`src/design/irq_ctl_pkg.sv`:
```
// Constants shared by the four level interrupt controller files.
package irq_ctl_pkg;
    localparam int NUM_SRC   = 13;
    localparam int PRIO_W    = 2;
    localparam int IDX_W     = 4;
    localparam int VEC_W     = 16;
    localparam int MC_CLKS   = 6;       // CPU clocks per machine cycle.
    localparam int MC_W      = 3;

    // Source index, listed in fixed tie-break order, first wins.
    localparam logic [3:0] SRC_EXT0 = 4'h0;
    localparam logic [3:0] SRC_BOD  = 4'h1;
    localparam logic [3:0] SRC_WDOG = 4'h2;
    localparam logic [3:0] SRC_TMR0 = 4'h3;
    localparam logic [3:0] SRC_TWB  = 4'h4;
    localparam logic [3:0] SRC_CONV = 4'h5;
    localparam logic [3:0] SRC_EXT1 = 4'h6;
    localparam logic [3:0] SRC_KEYP = 4'h7;
    localparam logic [3:0] SRC_CMP1 = 4'h8;
    localparam logic [3:0] SRC_TMR1 = 4'h9;
    localparam logic [3:0] SRC_CMP2 = 4'hA;
    localparam logic [3:0] SRC_SER  = 4'hB;
    localparam logic [3:0] SRC_TMOT = 4'hC;

    // Bit positions of each source in the A and B enable and priority registers.
    localparam int BIT_EXT0 = 0;
    localparam int BIT_TMR0 = 1;
    localparam int BIT_EXT1 = 2;
    localparam int BIT_TMR1 = 3;
    localparam int BIT_SER  = 4;
    localparam int BIT_BOD  = 5;
    localparam int BIT_WDOG = 6;
    localparam int BIT_GATE = 7;
    localparam int BIT_TWB  = 0;
    localparam int BIT_KEYP = 1;
    localparam int BIT_CMP2 = 2;
    localparam int BIT_CONV = 4;
    localparam int BIT_CMP1 = 5;
    localparam int BIT_TMOT = 7;

    // Service vectors, indexed by tie-break position.
    localparam logic [NUM_SRC*VEC_W-1:0] VECTORS = {
        16'h0073, 16'h0023, 16'h0043, 16'h001B, 16'h0063, 16'h003B, 16'h0013,
        16'h005B, 16'h0033, 16'h000B, 16'h0053, 16'h002B, 16'h0003};

    // Wake capability, indexed by tie-break position.
    localparam logic [NUM_SRC-1:0] WAKE_OK = 13'b0_0101_1110_0111;

    localparam logic [PRIO_W-1:0] PRIO_TOP = 2'h3;
    localparam logic [7:0] REG_RESET = 8'h00;
endpackage : irq_ctl_pkg

```
`src/design/four_level_irq_ctl.sv`:
```
// Four level interrupt controller with vectoring, preemption and wake logic.
// What this block does
// - Thirteen sources arbitrated over four levels.
// - Per-source enables plus global gate bit.
// - Two bits per source pick its level.
// - Only strictly higher levels preempt service.
// - Top level service is never preempted.
// - Higher level wins among simultaneous requests.
// - Equal levels resolved by fixed polling order.
// - Polling order fixed, external 0 first.
// - Each source has its fixed vector address.
// - Only listed sources may wake power-down.
// - Enable and priority bits at fixed positions.
// - Sense select picks low level or edge.
// - Edge mode flags high then low samples.
// - Edge flag clears when core vectors.
// - Level request held; reasserts after return.
// - Level flag follows pin, no clearing.
// - Enabled external pin wakes idle or power-down.
`timescale 1ns/100ps
module four_level_irq_ctl (
    input  wire logic        clock,
    input  wire logic        reset,
    input  wire logic [7:0]  irq_enable_reg_a,
    input  wire logic [7:0]  irq_enable_reg_b,
    input  wire logic [7:0]  prio_low_reg_a,
    input  wire logic [7:0]  prio_high_reg_a,
    input  wire logic [7:0]  prio_low_reg_b,
    input  wire logic [7:0]  prio_high_reg_b,
    input  wire logic        cfg_write,
    input  wire logic        ext0_sense_sel,
    input  wire logic        ext1_sense_sel,
    input  wire logic        ext0_irq_pin_n,
    input  wire logic        ext1_irq_pin_n,
    input  wire logic        tmr0_overflow_flag,
    input  wire logic        tmr1_overflow_flag,
    input  wire logic        serial_tx_flag,
    input  wire logic        serial_rx_flag,
    input  wire logic        brownout_flag,
    input  wire logic        twowire_attention_flag,
    input  wire logic        keypad_flag,
    input  wire logic        cmp1_flag,
    input  wire logic        cmp2_flag,
    input  wire logic        wdog_overflow_flag,
    input  wire logic        converter_done_flag,
    input  wire logic        bus_timeout_flag,
    input  wire logic        core_ack,
    input  wire logic        core_return,
    input  wire logic        sleeping,
    output logic             irq_request,
    output logic [15:0]      irq_vector,
    output logic             ext0_req_flag,
    output logic             ext1_req_flag,
    output logic             wake_request,
    output logic             in_service,
    output logic [1:0]       active_level
);
    localparam int N = irq_ctl_pkg::NUM_SRC;
    // Four nested routines at most, one per level.
    localparam logic [2:0] STACK_MAX  = 3'h4;
    localparam logic [2:0] STACK_NONE = 3'h0;

    // Registered controller state; depth-four stack holds levels in service.
    typedef struct packed {
        logic [7:0]   en_a;
        logic [7:0]   en_b;
        logic [7:0]   pl_a;
        logic [7:0]   ph_a;
        logic [7:0]   pl_b;
        logic [7:0]   ph_b;
        logic         sel0;
        logic         sel1;
        logic [2:0]   mc_cnt;
        logic [2:0]   depth;
        logic [7:0]   lvl_stack;
        logic         req;
        logic [15:0]  vec;
        logic [3:0]   idx;
        logic [1:0]   lvl;        // Level of the offered source.
        logic         wake;
        logic         busy;       // Stack not empty.
    } ctl_state_t;

    ctl_state_t state_reg;
    ctl_state_t state_next;

    logic         mc_tick;
    logic         ack0;
    logic         ack1;
    logic         ext0_flag;
    logic         ext1_flag;
    logic         low0;
    logic         low1;
    logic [N-1:0] raw;
    logic [N-1:0] en;
    logic [N-1:0] pend;
    logic [2*N-1:0] lvl;
    logic         found;
    logic [3:0]   win_idx;
    logic [1:0]   win_lvl;
    logic [1:0]   cur_lvl;
    logic         may_preempt;

    // One tick per machine cycle paces the pin samplers.
    assign mc_tick = (state_reg.mc_cnt == 3'(irq_ctl_pkg::MC_CLKS - 1));
    // A grant to an external source clears its edge flag.
    assign ack0 = core_ack && state_reg.req && state_reg.idx == irq_ctl_pkg::SRC_EXT0;
    assign ack1 = core_ack && state_reg.req && state_reg.idx == irq_ctl_pkg::SRC_EXT1;

    // Samplers for the two external pins.
    ext_pin_sense u_ext0 (
        .clock      (clock),
        .reset      (reset),
        .mc_tick    (mc_tick),
        .pin_n      (ext0_irq_pin_n),
        .edge_mode  (state_reg.sel0),
        .vector_ack (ack0),
        .req_flag   (ext0_flag),
        .low_seen   (low0)
    );

    ext_pin_sense u_ext1 (
        .clock      (clock),
        .reset      (reset),
        .mc_tick    (mc_tick),
        .pin_n      (ext1_irq_pin_n),
        .edge_mode  (state_reg.sel1),
        .vector_ack (ack1),
        .req_flag   (ext1_flag),
        .low_seen   (low1)
    );

    // Gather flags, enables and level bits in polling order.
    always_comb begin
        raw = {bus_timeout_flag, serial_tx_flag | serial_rx_flag, cmp2_flag,
               tmr1_overflow_flag, cmp1_flag, keypad_flag, ext1_flag,
               converter_done_flag, twowire_attention_flag, tmr0_overflow_flag,
               wdog_overflow_flag, brownout_flag, ext0_flag};
        en = {state_reg.en_b[irq_ctl_pkg::BIT_TMOT], state_reg.en_a[irq_ctl_pkg::BIT_SER],
              state_reg.en_b[irq_ctl_pkg::BIT_CMP2], state_reg.en_a[irq_ctl_pkg::BIT_TMR1],
              state_reg.en_b[irq_ctl_pkg::BIT_CMP1], state_reg.en_b[irq_ctl_pkg::BIT_KEYP],
              state_reg.en_a[irq_ctl_pkg::BIT_EXT1], state_reg.en_b[irq_ctl_pkg::BIT_CONV],
              state_reg.en_b[irq_ctl_pkg::BIT_TWB], state_reg.en_a[irq_ctl_pkg::BIT_TMR0],
              state_reg.en_a[irq_ctl_pkg::BIT_WDOG], state_reg.en_a[irq_ctl_pkg::BIT_BOD],
              state_reg.en_a[irq_ctl_pkg::BIT_EXT0]};
        lvl = {state_reg.ph_b[irq_ctl_pkg::BIT_TMOT], state_reg.pl_b[irq_ctl_pkg::BIT_TMOT],
               state_reg.ph_a[irq_ctl_pkg::BIT_SER], state_reg.pl_a[irq_ctl_pkg::BIT_SER],
               state_reg.ph_b[irq_ctl_pkg::BIT_CMP2], state_reg.pl_b[irq_ctl_pkg::BIT_CMP2],
               state_reg.ph_a[irq_ctl_pkg::BIT_TMR1], state_reg.pl_a[irq_ctl_pkg::BIT_TMR1],
               state_reg.ph_b[irq_ctl_pkg::BIT_CMP1], state_reg.pl_b[irq_ctl_pkg::BIT_CMP1],
               state_reg.ph_b[irq_ctl_pkg::BIT_KEYP], state_reg.pl_b[irq_ctl_pkg::BIT_KEYP],
               state_reg.ph_a[irq_ctl_pkg::BIT_EXT1], state_reg.pl_a[irq_ctl_pkg::BIT_EXT1],
               state_reg.ph_b[irq_ctl_pkg::BIT_CONV], state_reg.pl_b[irq_ctl_pkg::BIT_CONV],
               state_reg.ph_b[irq_ctl_pkg::BIT_TWB], state_reg.pl_b[irq_ctl_pkg::BIT_TWB],
               state_reg.ph_a[irq_ctl_pkg::BIT_TMR0], state_reg.pl_a[irq_ctl_pkg::BIT_TMR0],
               state_reg.ph_a[irq_ctl_pkg::BIT_WDOG], state_reg.pl_a[irq_ctl_pkg::BIT_WDOG],
               state_reg.ph_a[irq_ctl_pkg::BIT_BOD], state_reg.pl_a[irq_ctl_pkg::BIT_BOD],
               state_reg.ph_a[irq_ctl_pkg::BIT_EXT0],
               state_reg.pl_a[irq_ctl_pkg::BIT_EXT0]};
        // The global gate masks every source at once.
        pend = raw & en & {N{state_reg.en_a[irq_ctl_pkg::BIT_GATE]}};
    end

    // Fixed ranking among the enabled, gated sources.
    prio_pick #(
        .N (N)
    ) u_pick (
        .pend      (pend),
        .level     (lvl),
        .found     (found),
        .index     (win_idx),
        .win_level (win_lvl)
    );

    // Level of the routine in service sits at the top of the stack.
    assign cur_lvl = state_reg.lvl_stack[1:0];
    // Equal levels wait, so a routine never interrupts itself.
    assign may_preempt = (state_reg.depth == STACK_NONE) ||
                         (cur_lvl != irq_ctl_pkg::PRIO_TOP && win_lvl > cur_lvl);

    // Next-state: config capture, machine cycle divider, stack, request.
    always_comb begin
        state_next = state_reg;
        if (cfg_write) begin
            state_next.en_a = irq_enable_reg_a;
            state_next.en_b = irq_enable_reg_b;
            state_next.pl_a = prio_low_reg_a;
            state_next.ph_a = prio_high_reg_a;
            state_next.pl_b = prio_low_reg_b;
            state_next.ph_b = prio_high_reg_b;
            state_next.sel0 = ext0_sense_sel;
            state_next.sel1 = ext1_sense_sel;
        end
        state_next.mc_cnt = mc_tick ? 3'h0 : state_reg.mc_cnt + 3'h1;
        if (core_ack && state_reg.req) begin
            // Push the level offered with the vector. A source arriving
            // in the grant cycle must not change the active level.
            state_next.lvl_stack = {state_reg.lvl_stack[5:0], state_reg.lvl};
            state_next.depth     = state_reg.depth + 3'h1;
            state_next.req       = 1'b0;
        end else if (core_return && state_reg.depth != STACK_NONE) begin
            // Pop back to the interrupted level.
            state_next.lvl_stack = {2'h0, state_reg.lvl_stack[7:2]};
            state_next.depth     = state_reg.depth - 3'h1;
            state_next.req       = 1'b0;
        end else begin
            // The offer is recomputed in every cycle without a grant or return,
            // so vector, index and level always name one and the same source.
            state_next.req = found && may_preempt && state_reg.depth != STACK_MAX;
            state_next.idx = win_idx;
            state_next.lvl = win_lvl;
            state_next.vec = irq_ctl_pkg::VECTORS[win_idx*irq_ctl_pkg::VEC_W +: 16];
        end
        // A registered busy flag keeps the service output on a flip-flop.
        state_next.busy = (state_next.depth != STACK_NONE);
        // Wake: enabled wake-capable source, or enabled low pin, while asleep.
        state_next.wake = sleeping &&
                          (|(pend & irq_ctl_pkg::WAKE_OK) ||
                           (low0 && en[irq_ctl_pkg::SRC_EXT0]) ||
                           (low1 && en[irq_ctl_pkg::SRC_EXT1]));
    end

    // Synchronous reset clears enables, levels and the stack.
    always_ff @(posedge clock) begin
        if (reset) begin
            state_reg <= '0;
        end else begin
            state_reg <= state_next;
        end
    end

    // Outputs come straight from the state flip-flops or the pin flags.
    assign irq_request   = state_reg.req;
    assign irq_vector    = state_reg.vec;
    assign ext0_req_flag = ext0_flag;
    assign ext1_req_flag = ext1_flag;
    assign wake_request  = state_reg.wake;
    assign in_service    = state_reg.busy;
    assign active_level  = cur_lvl;

    // Checks of the main relations.
    // Nothing interrupts top level service.
    a_top_no_preempt: assert property (@(posedge clock) disable iff (reset)
        (in_service && active_level == 2'h3 && !core_return) |=> !irq_request)
        else $error("Top level service was preempted.");
    // A closed gate masks every source.
    a_gate_blocks: assert property (@(posedge clock) disable iff (reset)
        !state_reg.en_a[irq_ctl_pkg::BIT_GATE] && !core_ack && !core_return
        |=> !irq_request)
        else $error("Request raised with gate closed.");
    // Equal or lower levels must wait.
    a_higher_only: assert property (@(posedge clock) disable iff (reset)
        (in_service && win_lvl <= active_level && !core_ack && !core_return)
        |=> !irq_request)
        else $error("Equal or lower level preempted.");
    // A grant enters service and drops the offer.
    a_ack_pushes: assert property (@(posedge clock) disable iff (reset)
        (core_ack && irq_request) |=> in_service && !irq_request)
        else $error("Grant did not enter service.");
    // The last return leaves service.
    a_return_pops: assert property (@(posedge clock) disable iff (reset)
        (core_return && !core_ack && state_reg.depth == 3'h1) |=> !in_service)
        else $error("Return did not restore idle level.");
    // Wake is only raised while asleep.
    a_wake_sleep: assert property (@(posedge clock) disable iff (reset)
        wake_request |-> $past(sleeping))
        else $error("Wake raised while awake.");
    // Vectoring clears the edge flag unless a new edge lands.
    a_edge_clear: assert property (@(posedge clock) disable iff (reset)
        (ack0 && state_reg.sel0 && !mc_tick) |=> !ext0_req_flag)
        else $error("Edge flag not cleared on vector.");
    // The first source offers its own vector.
    a_vec_ext0: assert property (@(posedge clock) disable iff (reset)
        (irq_request && state_reg.idx == 4'h0) |-> irq_vector == 16'h0003)
        else $error("Wrong vector for external 0.");

    // Grants stop at the stack limit, so no level is lost.
    a_stack_bound: assert property (@(posedge clock) disable iff (reset)
        state_reg.depth <= STACK_MAX)
        else $error("Level stack overflowed.");
    // A grant makes the offered level the active one.
    a_grant_level: assert property (@(posedge clock) disable iff (reset)
        (core_ack && irq_request) |=> active_level == $past(state_reg.lvl))
        else $error("Granted level not made active.");
    // Sources that may not wake leave the wake output low.
    a_wake_capable: assert property (@(posedge clock) disable iff (reset)
        !(|(pend & irq_ctl_pkg::WAKE_OK)) && !low0 && !low1 |=> !wake_request)
        else $error("Wake raised by a source that may not wake.");
    // A return restores the level that was interrupted.
    a_return_level: assert property (@(posedge clock) disable iff (reset)
        (core_return && !core_ack && state_reg.depth == 3'h2)
        |=> active_level == $past(state_reg.lvl_stack[3:2]))
        else $error("Return did not restore the outer level.");

    // Covers for the main scenarios.
    c_nested: cover property (@(posedge clock) state_reg.depth == 3'h2);
    c_wake: cover property (@(posedge clock) wake_request);
    c_edge: cover property (@(posedge clock) ext1_req_flag && state_reg.sel1);
    c_top_level: cover property (@(posedge clock) active_level == irq_ctl_pkg::PRIO_TOP);
    c_reentry: cover property (@(posedge clock) core_return ##1 irq_request);
endmodule : four_level_irq_ctl

```
`src/design/ext_pin_sense.sv`:
```
// One external interrupt pin: synchroniser, machine cycle sampler and flag.
`timescale 1ns/100ps
module ext_pin_sense (
    input  wire logic clock,
    input  wire logic reset,
    input  wire logic mc_tick,
    input  wire logic pin_n,
    input  wire logic edge_mode,
    input  wire logic vector_ack,
    output logic      req_flag,
    output logic      low_seen
);
    typedef struct packed {
        logic sync1;
        logic sync2;
        logic sample;
        logic flag;
    } pin_state_t;

    pin_state_t state_reg;
    pin_state_t state_next;

    // Sample once per machine cycle; edge flag is set high then low, cleared on vector.
    always_comb begin
        state_next       = state_reg;
        state_next.sync1 = pin_n;
        state_next.sync2 = state_reg.sync1;
        if (mc_tick) begin
            state_next.sample = state_reg.sync2;
        end
        if (edge_mode) begin
            if (vector_ack) begin
                state_next.flag = 1'b0;
            end
            if (mc_tick && state_reg.sample && !state_reg.sync2) begin
                state_next.flag = 1'b1;
            end
        end else begin
            state_next.flag = !state_reg.sample;
        end
    end

    always_ff @(posedge clock) begin
        if (reset) begin
            state_reg <= '{sync1: 1'b1, sync2: 1'b1, sample: 1'b1, flag: 1'b0};
        end else begin
            state_reg <= state_next;
        end
    end

    assign req_flag = state_reg.flag;
    assign low_seen = !state_reg.sample;
endmodule : ext_pin_sense

```
`src/design/prio_pick.sv`:
```
// Picks the highest level pending source, first in tie order among equals.
`timescale 1ns/100ps
module prio_pick #(
    parameter int N = irq_ctl_pkg::NUM_SRC
) (
    input  wire logic [N-1:0]   pend,
    input  wire logic [2*N-1:0] level,
    output logic                found,
    output logic [3:0]          index,
    output logic [1:0]          win_level
);
    // Scan from last to first so the earliest equal-level entry wins.
    always_comb begin
        found     = 1'b0;
        index     = 4'h0;
        win_level = 2'h0;
        for (int i = N - 1; i >= 0; i--) begin
            if (pend[i] && (!found || level[2*i +: 2] >= win_level)) begin
                found     = 1'b1;
                index     = 4'(i);
                win_level = level[2*i +: 2];
            end
        end
    end
endmodule : prio_pick

```
`config.mk`:
```
export PLATFORM = sky130hd
export DESIGN_NAME = four_level_irq_ctl
export DESIGN_NICKNAME = d
export VERILOG_FILES = /design/src/design/irq_ctl_pkg.sv /design/src/design/four_level_irq_ctl.sv /design/src/design/ext_pin_sense.sv /design/src/design/prio_pick.sv
export SDC_FILE = /design/constraint.sdc
export NUM_CORES = 1
export LEC_CHECK = 0
export ABC_AREA = 1
export BUFFER_PORTS_ARGS = -buffer_cell sky130_fd_sc_hd__buf_2
export CAP_MARGIN = 40
export CORE_MARGIN = 8
export CORE_UTILIZATION = 55
export CTS_CLUSTER_DIAMETER = 200
export DETAILED_ROUTE_END_ITERATION = 10
export GPL_TIMING_DRIVEN = 0
export PLACE_DENSITY_LB_ADDON = 0.12
export SETUP_SLACK_MARGIN = 0.4
export SYNTH_ARGS = -nofsm -noshare
export SYNTH_HDL_FRONTEND = slang
export SYNTH_HIERARCHICAL = 1
export SYNTH_SLANG_ARGS = --single-unit
export TNS_END_PERCENT = 100
```
`constraint.sdc`:
```
create_clock -name clock -period 14.7 [get_ports clock]
set_clock_uncertainty 0.05 [all_clocks]
set_input_delay 0.735 -clock clock [delete_from_list [all_inputs] [get_ports clock]]
set_output_delay 0.735 -clock clock [all_outputs]
set_load 0.05 [all_outputs]
```
==> flow_summary.json, run 1 <==
{
  "dp_hpwl_um": 9530,
  "numPortBuffers": 74,
  "layout_commonest_cell": "nor2_1",
  "cts.path.max_buffers": 2,
  "cpPeakStageDelay_ns": 0.47,
  "fmax_mhz": 76.1,
  "fin_ws_ns": 1.56,
  "clkSlewWorstSetupHoldPaths_ns": 0.09,
  "io_pins": 93,
  "powerDensity_nw_per_um2": 120,
  "avgRoutedWirePerCell_um": 13.9,
  "clk_latency_ns": 0.37,
  "yosysTopAreaCell": "dfxtp_1",
  "synth_top_area_share_pct": 32.9,
  "worstSetupEndpointType": "flop",
  "ys_top_cells_by_area": "dfxtp_1 (33%), nor2_1 (9.4%), nand2_1 (7.7%), ha_1 (7.6%), o21ai_0 (6.4%)",
  "largest_reg_flops": 26,
  "synth_flop_cell": "dfxtp_1",
  "p_seq_share_pct": 38.4,
  "cts.sinks": 78,
  "hold_class": "flop to flop",
  "period_share_pct": 89.4,
  "yosys_warnings": 6,
  "outcome": "finished, final reports clean",
  "netlist_area_um2": 4740,
  "ys_types": 42,
  "overflow": 0,
  "nets": 875,
  "dp_slack_ns": 0.623,
  "comb_power_share_pct": 36.1,
  "critical_path_buf_inv_count": 11,
  "drive_above_1_share_pct": 27.1,
  "rsz0062_at_grt": "no",
  "root_buffer": "clkbuf_8",
  "fin_crit_ns": 13.14,
  "areaGrowthSynthToFinish_pct": 18.3,
  "drc": 0,
  "grt_pass1_vias": 4378,
  "crit_family": "simple AND/OR/NAND/NOR gates",
  "p_int_mw": 0.408,
  "synth-edff-count": 0,
  "dieArea_um2": 11900,
  "crit_required_ns": 14.90,
  "htreeDepth": 3,
  "yosysSeqAreaShare_pct": 32.9,
  "die_w_um": 109,
  "switching_share_pct": 39.2,
  "ir_drop_mv": 0.0648,
  "postCtsHoldBufs": 0,
  "final_cell_mix": "nor2_1 (118), nand2_1 (94), buf_2 (84)",
  "syn_avg_cell_area_um2": 7.04,
  "wirelength_um": 12400,
  "p_leak_nw": 2.91,
  "maxSlewViolCount": 0,
  "drtAntennaViolNets": 0,
  "via_per_inst": 5.09,
  "setup_viol": 0,
  "critPathKind": "flop to flop",
  "tns_ns": 0,
  "dr.pass1.iters": 5,
  "place.gp.congestion": 0.906,
  "relSlewSlack_pct": 64.3,
  "cts_tree": "yes",
  "hold_viol": 0,
  "core_um2": 8550,
  "ys_seq_elements": 78,
  "grt_pass1_wl_um": 20200,
  "cap_viol_max_count": 0,
  "diodes": 0,
  "async_reset_ff_share_pct": 0,
  "grt_max_degree": 16,
  "worstSetupStartpointType": "flop",
  "cts-buffers-inserted": 9,
  "p_sw_mw": 0.263,
  "die_h_um": 109,
  "synthCells": 674,
  "antenna_found_initial": 0,
  "tightest_slew_ns": 0.534,
  "pwr-share-clk_pct": 25.5,
  "num_vias": 4524,
  "crit_path_frequent_cell": "nand2_1",
  "grt_use_total_pct": 21.4,
  "arrival_ns": 13.35,
  "rows": 34,
  "dr.first_iter.drc_count": 228,
  "initial_utilization_pct": 55.5,
  "path_max_fanout": 7,
  "crit_path_top_delay_cell": "or3b_2"
}
-- stage by stage --
step / area, um2 / hold slack (ns) / power [mW] / std cells / utilization (%)
after floorplan: 4780 / 0.339 / 0.446 / 683 / -
after global placement: 5280 / 0.341 / 0.492 / 865 / 61.8
after detailed placement: 5280 / 0.347 / 0.501 / 865 / 61.8
after CTS: 5490 / 0.370 / 0.671 / 881 / 64.2
after global routing: 5610 / 0.382 / 0.711 / 889 / 65.6
final: 5610 / 0.369 / 0.671 / 889 / 65.6
-- Yosys cell counts, drive strengths merged, types with 3 or more instances --
cell and count:
nor2 125, nand2 124, inv 80, dfxtp 78, o21ai 77, nand3 60
buf 32, ha 29, a21oi 26, or2 8, and2 6, clkbuf 5
nor3 5, nand3b 3
-- layout make-up --
type / instances / area, um2
fillers: 789 / 2940
multi-input cells: 486 / 2700
flip-flops and latches: 78 / 1570
repair buffers: 82 / 430
inverters: 82 / 319
plain buffers: 37 / 260
well taps: 108 / 135
clock buffers: 9 / 124
clock inverters: 7 / 80.1
-- path summary, 6_finish.rpt --
kind / startpoint / to / slack, ns / depth (start not counted)
hold reg to reg: u_ext1/state_next[2] / u_ext1/state_reg[2] / 0.37 / 1
hold / removal: u_ext1/state_next[2] / u_ext1/state_reg[2] / 0.37 / 1
setup reg to reg: state_reg[88] / irq_vector[6] / 1.56 / 95
setup / recovery: state_reg[88] / irq_vector[6] / 1.56 / 95
-- repair_timing --
| item | in CTS | in global routing |
|---|---|---|
| setup endpoints to repair | 0 | 12 |
| setup buffers | 0 | 8 |
| gates resized for setup | 0 | 15 |
-- kinds of logic after synthesis --
group / synth area share [%]
buffers and inverters: 12.1
flip-flops: 32.9
AND/OR/NAND/NOR: 34.5
AO/OA/AOI/OAI: 12.6
other: 0.0791
XOR/XNOR: 0.185
adder cells (fa/ha/maj): 7.65
-- per-layer routing --
layer / up-vias / track usage (%) / wire [um]
met4: 0 / 7.33 / 192
met1: 2058 / 26.3 / 5520
met2: 108 / 35.7 / 5880
met3: 17 / 5.08 / 797
li1: 2341 / - / -
met5: - / 0 / 0
-- worst reg2reg max path: cells and delay by family (launching register included) --
family,cells,cell delay (ns)
buffers and inverters,11,0.99
DFF,1,0.41
AOI/OAI and AO/OA,22,2.91
adders and majority gates,13,3.37
and+or+nand+nor,49,5.29
-- power groups by stage --
stage          combinational [mW]  clock (mW)  sequential [mW]
3_3_place_gp                0.231           0            0.261
6_report                    0.242       0.171            0.258
5_1_grt                     0.267       0.182            0.262
2_1_floorplan               0.180           0            0.266
4_1_cts                     0.239       0.174            0.258
3_5_place_dp                0.238           0            0.262
Note: power is estimated with default switching activity, not from simulation.
==> inputs of run 2 (changes only) <==
--- a/config.mk
+++ b/config.mk
@@ -8,8 +8,10 @@
 export ABC_AREA = 1
 export BUFFER_PORTS_ARGS = -buffer_cell sky130_fd_sc_hd__buf_2
 export CAP_MARGIN = 40
+export CELL_PAD_IN_SITES_DETAIL_PLACEMENT = 1
+export CELL_PAD_IN_SITES_GLOBAL_PLACEMENT = 1
 export CORE_MARGIN = 8
-export CORE_UTILIZATION = 55
+export CORE_UTILIZATION = 40
 export CTS_CLUSTER_DIAMETER = 200
 export DETAILED_ROUTE_END_ITERATION = 10
 export GPL_TIMING_DRIVEN = 0
==> flow_summary.json, run 2 (synthesis results as in run 1) <==
{
  "hold_viol": 0,
  "crit_family": "simple AND/OR/NAND/NOR gates",
  "cpPeakStageDelay_ns": 0.48,
  "min_to": "u_ext1/state_reg[2]",
  "outcome": "finished, final reports clean",
  "wirelength_um": 14600,
  "fin_hold_ws_ns": 0.362,
  "core_um2": 11500,
  "grt_pass1_vias": 4854,
  "largest_reg_flops": 26,
  "reg2reg_depth": 95,
  "io_pins": 93,
  "tns_ns": 0,
  "fill_cells": 1512,
  "worstSetupEndpointType": "flop",
  "crit_required_ns": 14.89,
  "powerDensity_nw_per_um2": 128,
  "p_leak_nw": 2.96,
  "period_share_pct": 89.9,
  "critPathKind": "flop to flop",
  "cts-buffers-inserted": 9,
  "rr_endpoint": "irq_vector[6]",
  "tightest_slew_ns": 0.585,
  "die_h_um": 125,
  "htreeDepth": 3,
  "numPortBuffers": 74,
  "crit_path_frequent_cell": "nand2_1",
  "num_vias": 4592,
  "dr.first_iter.drc_count": 176,
  "critical_path_buf_inv_count": 11,
  "postCtsHoldBufs": 0,
  "min_from": "u_ext1/state_next[2]",
  "clkSlewWorstSetupHoldPaths_ns": 0.07,
  "grt_pass1_wl_um": 23800,
  "drc": 0,
  "avgRoutedWirePerCell_um": 15.8,
  "antenna_found_initial": 0,
  "whs_path_depth": 1,
  "diodes": 0,
  "arrival_ns": 13.40,
  "areaGrowthSynthToFinish_pct": 21.9,
  "cap_viol_max_count": 0,
  "dieArea_um2": 15600,
  "rsz0062_at_grt": "no",
  "path_max_fanout": 7,
  "clk_latency_ns": 0.35,
  "hold_class": "flop to flop",
  "rows": 39,
  "cts.path.max_buffers": 2,
  "drtAntennaViolNets": 0,
  "final_cell_mix": "nor2_1 (118), nand2_1 (93), buf_2 (84)",
  "ff2ff_setup_slack_ns": 1.49,
  "nets": 878,
  "layout_commonest_cell": "nor2_1",
  "initial_utilization_pct": 41.2,
  "r2r_start": "state_reg[88]",
  "root_buffer": "clkbuf_16",
  "fin_crit_ns": 13.21,
  "drive_above_1_share_pct": 27.6,
  "cts.sinks": 78,
  "die_w_um": 125,
  "maxSlewViolCount": 0,
  "relSlewSlack_pct": 60.9,
  "fmax_mhz": 75.7,
  "via_per_inst": 4.95,
  "cts_tree": "yes",
  "grt_max_degree": 16,
  "dp_hpwl_um": 11300,
  "setup_viol": 0,
  "ir_drop_mv": 0.0698,
  "worstSetupStartpointType": "flop",
  "crit_path_top_delay_cell": "or3b_2",
  "dr.pass1.iters": 5,
  "grt_use_total_pct": 19.0,
  "place.gp.congestion": 0.866,
  "overflow": 0
}
==> run 2: changes by cell type in the layout (fill, tap and decap cells not counted), sizes merged <==
cell	delta
buf	+3
clkinv	-2
clkinvlp	+2
==> run 2: layer usage <==
layer  wire length [um]  vias to the layer above  global-route usage [%]
li1                   -                     2337                       -
met1               6440                     2156                    21.9
met2               7200                       82                    32.7
met3                714                       17                    5.05
met4                256                        0                    7.45
met5                  0                        -                       0
==> run 2: area by class of cell <==
cell class / count / area (um2) / share of cell area (%)
Tap cell: 143 / 179 / 3.09
Clock buffer: 9 / 225 / 3.89
Buffer: 37 / 260 / 4.50
Multi-Input combinational cell: 486 / 2700 / 46.7
Clock inverter: 7 / 81.3 / 1.41
Sequential cell: 78 / 1570 / 27.1
Inverter: 82 / 319 / 5.52
Timing Repair Buffer: 85 / 453 / 7.83
==> run 2: what timing repair did <==
action,4_1_cts,5_1_grt
resized for setup,3,14
hold endpoints to repair,0,0
gates cloned,0,0
buffers inserted,0,11
pin swaps,0,4
endpoints found under the setup margin,4,12
==> run 2: per-stage QoR <==
stage	setup WS, ns	instance area [um2]	util [%]	cells	total power [mW]
global placement	0.968	5330	46.3	900	0.497
detailed placement	0.246	5330	46.3	900	0.507
CTS	0.565	5650	49.1	916	0.746
global route	0.336	5780	50.2	927	0.786
finish	1.49	5780	50.2	927	0.741
floorplan	2.40	4780	-	683	0.446
==> run 2: worst max path at each step <==
stage / startpoint / endpoint / slack (ns) / cells after the start
after floorplan: bus_timeout_flag / irq_vector[6] / 2.40 / 91
after global placement: bus_timeout_flag / irq_vector[6] / 0.97 / 93
after detailed placement: bus_timeout_flag / irq_vector[6] / 0.25 / 91
after CTS: state_reg[88] / irq_vector[6] / 0.57 / 93
after global routing: state_reg[88] / irq_vector[5] / 0.34 / 96
final: state_reg[88] / irq_vector[6] / 1.49 / 95
==> run 2: worst register-to-register path: cells and delay by family (launching register included) <==
kind / cells / cell delay, ns
AO/OA/AOI/OAI: 22 / 3.01
adder cells (fa/ha/maj): 13 / 3.40
buffers and inverters: 11 / 1.01
flip-flops: 1 / 0.41
AND/OR/NAND/NOR: 49 / 5.21
==> run 2: where the power goes <==
part | switching [mW] | internal (mW) | total, mW
logic | 0.158 | 0.0899 | 0.248
clock network | 0.100 | 0.134 | 0.234
registers | 0.0205 | 0.239 | 0.259
total | 0.278 | 0.463 | 0.741
==> inputs of run 3 (changes only) <==
--- a/config.mk
+++ b/config.mk
@@ -6,7 +6,7 @@
 export NUM_CORES = 1
 export LEC_CHECK = 0
 export ABC_AREA = 1
-export BUFFER_PORTS_ARGS = -buffer_cell sky130_fd_sc_hd__buf_2
+export BUFFER_PORTS_ARGS = -buffer_cell sky130_fd_sc_hd__clkbuf_2
 export CAP_MARGIN = 40
 export CELL_PAD_IN_SITES_DETAIL_PLACEMENT = 1
 export CELL_PAD_IN_SITES_GLOBAL_PLACEMENT = 1
@@ -15,7 +15,7 @@
 export CTS_CLUSTER_DIAMETER = 200
 export DETAILED_ROUTE_END_ITERATION = 10
 export GPL_TIMING_DRIVEN = 0
-export PLACE_DENSITY_LB_ADDON = 0.12
+export PLACE_DENSITY = 0.81
 export SETUP_SLACK_MARGIN = 0.4
 export SYNTH_ARGS = -nofsm -noshare
 export SYNTH_HDL_FRONTEND = slang
==> flow_summary.json, run 3 (synthesis results as in run 1) <==
{
  "outcome": "finished, final reports clean",
  "diodes": 0,
  "htreeDepth": 3,
  "avgRoutedWirePerCell_um": 16.0,
  "tightest_slew_ns": 0.539,
  "worstSetupEndpointType": "flop",
  "r2r_start": "state_reg[88]",
  "die_w_um": 125,
  "place_area_um2": 5330,
  "cpPeakStageDelay_ns": 0.47,
  "clk_latency_ns": 0.35,
  "postCtsHoldBufs": 0,
  "final_cell_mix": "nor2_1 (118), nand2_1 (93), dfxtp_1 (77)",
  "reg2reg_depth": 96,
  "fin_area_um2": 5770,
  "dr.first_iter.drc_count": 148,
  "cts-buffers-inserted": 9,
  "cts.sinks": 78,
  "period_share_pct": 90.7,
  "min_to": "u_ext1/state_reg[2]",
  "crit_path_top_delay_cell": "or3b_2",
  "grt_pass1_wl_um": 24000,
  "critPathKind": "flop to flop",
  "die_h_um": 125,
  "cts_tree": "yes",
  "nets": 877,
  "crit_required_ns": 14.89,
  "rsz0062_at_grt": "no",
  "core_um2": 11500,
  "drc": 0,
  "drive_above_1_share_pct": 27.5,
  "relSlewSlack_pct": 63.9,
  "setup_viol": 0,
  "initial_utilization_pct": 41.2,
  "io_pins": 93,
  "p_leak_nw": 2.96,
  "num_vias": 4720,
  "worstSetupStartpointType": "flop",
  "rr_endpoint": "irq_vector[6]",
  "grt_use_total_pct": 19.0,
  "root_buffer": "clkbuf_16",
  "cap_viol_max_count": 0,
  "overflow": 0,
  "tns_ns": 0,
  "arrival_ns": 13.53,
  "cts.path.max_buffers": 2,
  "fmax_mhz": 75.0,
  "areaGrowthSynthToFinish_pct": 21.7,
  "hold_class": "flop to flop",
  "largest_reg_flops": 26,
  "path_max_fanout": 7,
  "ff2ff_setup_slack_ns": 1.37,
  "fin_crit_ns": 13.33,
  "hold_viol": 0,
  "grt_pass1_vias": 4945,
  "dp_hpwl_um": 11200,
  "rows": 39,
  "whs_path_depth": 1,
  "via_per_inst": 5.10,
  "ir_drop_mv": 0.0552,
  "antenna_found_initial": 0,
  "min_from": "u_ext1/state_next[2]",
  "grt_max_degree": 15,
  "dr.pass1.iters": 4,
  "clkSlewWorstSetupHoldPaths_ns": 0.06,
  "dieArea_um2": 15600,
  "crit_path_frequent_cell": "nand2_1",
  "place.gp.congestion": 0.876,
  "numPortBuffers": 74,
  "maxSlewViolCount": 0,
  "layout_commonest_cell": "nor2_1",
  "wirelength_um": 14800,
  "powerDensity_nw_per_um2": 129,
  "drtAntennaViolNets": 0
}
-- run 3: cell count changes in the layout (fill, tap and decap cells not counted), moves of 2 or more --
cell / previous run / this run
buf_2: 84 / 10
clkinv_4: 0 / 2
clkbuf_2: 0 / 74
clkinvlp_4: 4 / 2
-- run 3: final cells by class --
class                           instances  area, um2
Timing Repair Buffer                   84        445
Multi-Input combinational cell        486       2700
Buffer                                 37        260
Tap cell                              143        179
Clock inverter                          6       68.8
Inverter                               82        319
Sequential cell                        78       1570
Clock buffer                           10        239
Fill cell                            1537       5740
-- run 3: worst max-delay path by stage --
stage	start	to	cells past startpoint
3_5_place_dp	bus_timeout_flag	irq_vector[6]	92
6_report	state_reg[88]	irq_vector[6]	96
2_1_floorplan	bus_timeout_flag	irq_vector[6]	91
3_3_place_gp	bus_timeout_flag	irq_vector[6]	93
5_1_grt	state_reg[88]	irq_vector[6]	100
4_1_cts	state_reg[88]	irq_vector[6]	91
-- run 3: critical path, delay by kind of cell (launching register included) --
kind	cells	cell delay, ns
flip-flops	1	0.40
AND/OR/NAND/NOR	47	5.14
buffers and inverters	13	1.28
adder cells (fa/ha/maj)	13	3.37
AO/OA/AOI/OAI	23	2.96
-- run 3: stage by stage --
stage | hold WS (ns) | setup slack, ns | power [mW] | std cells | util, %
finish | 0.358 | 1.37 | 0.743 | 926 | 50.1
global route | 0.381 | 0.257 | 0.783 | 926 | 50.1
CTS | 0.363 | 0.419 | 0.745 | 916 | 49.1
detailed placement | 0.349 | 0.270 | 0.509 | 900 | 46.3
global placement | 0.341 | 1.08 | 0.497 | 900 | 46.3
floorplan | 0.339 | 2.40 | 0.446 | 683 | -
-- run 3: layer usage --
metal | GRT usage [%] | routed length, um | vias up
li1 | - | - | 2332
met1 | 22.9 | 6720 | 2256
met2 | 32.2 | 7050 | 109
met3 | 3.42 | 687 | 23
met4 | 8.45 | 359 | 0
met5 | 0 | 0 | -
-- run 3: report_power, final --
group / switching [mW] / internal [mW]
Sequential: 0.0200 / 0.239
Clock: 0.0975 / 0.137
Combinational: 0.161 / 0.0887
Total: 0.278 / 0.465
-- run 3: what timing repair did --
item	CTS	global route
pin swaps	0	5
buffers inserted	0	10
resized for setup	3	14
setup endpoints to repair	5	12
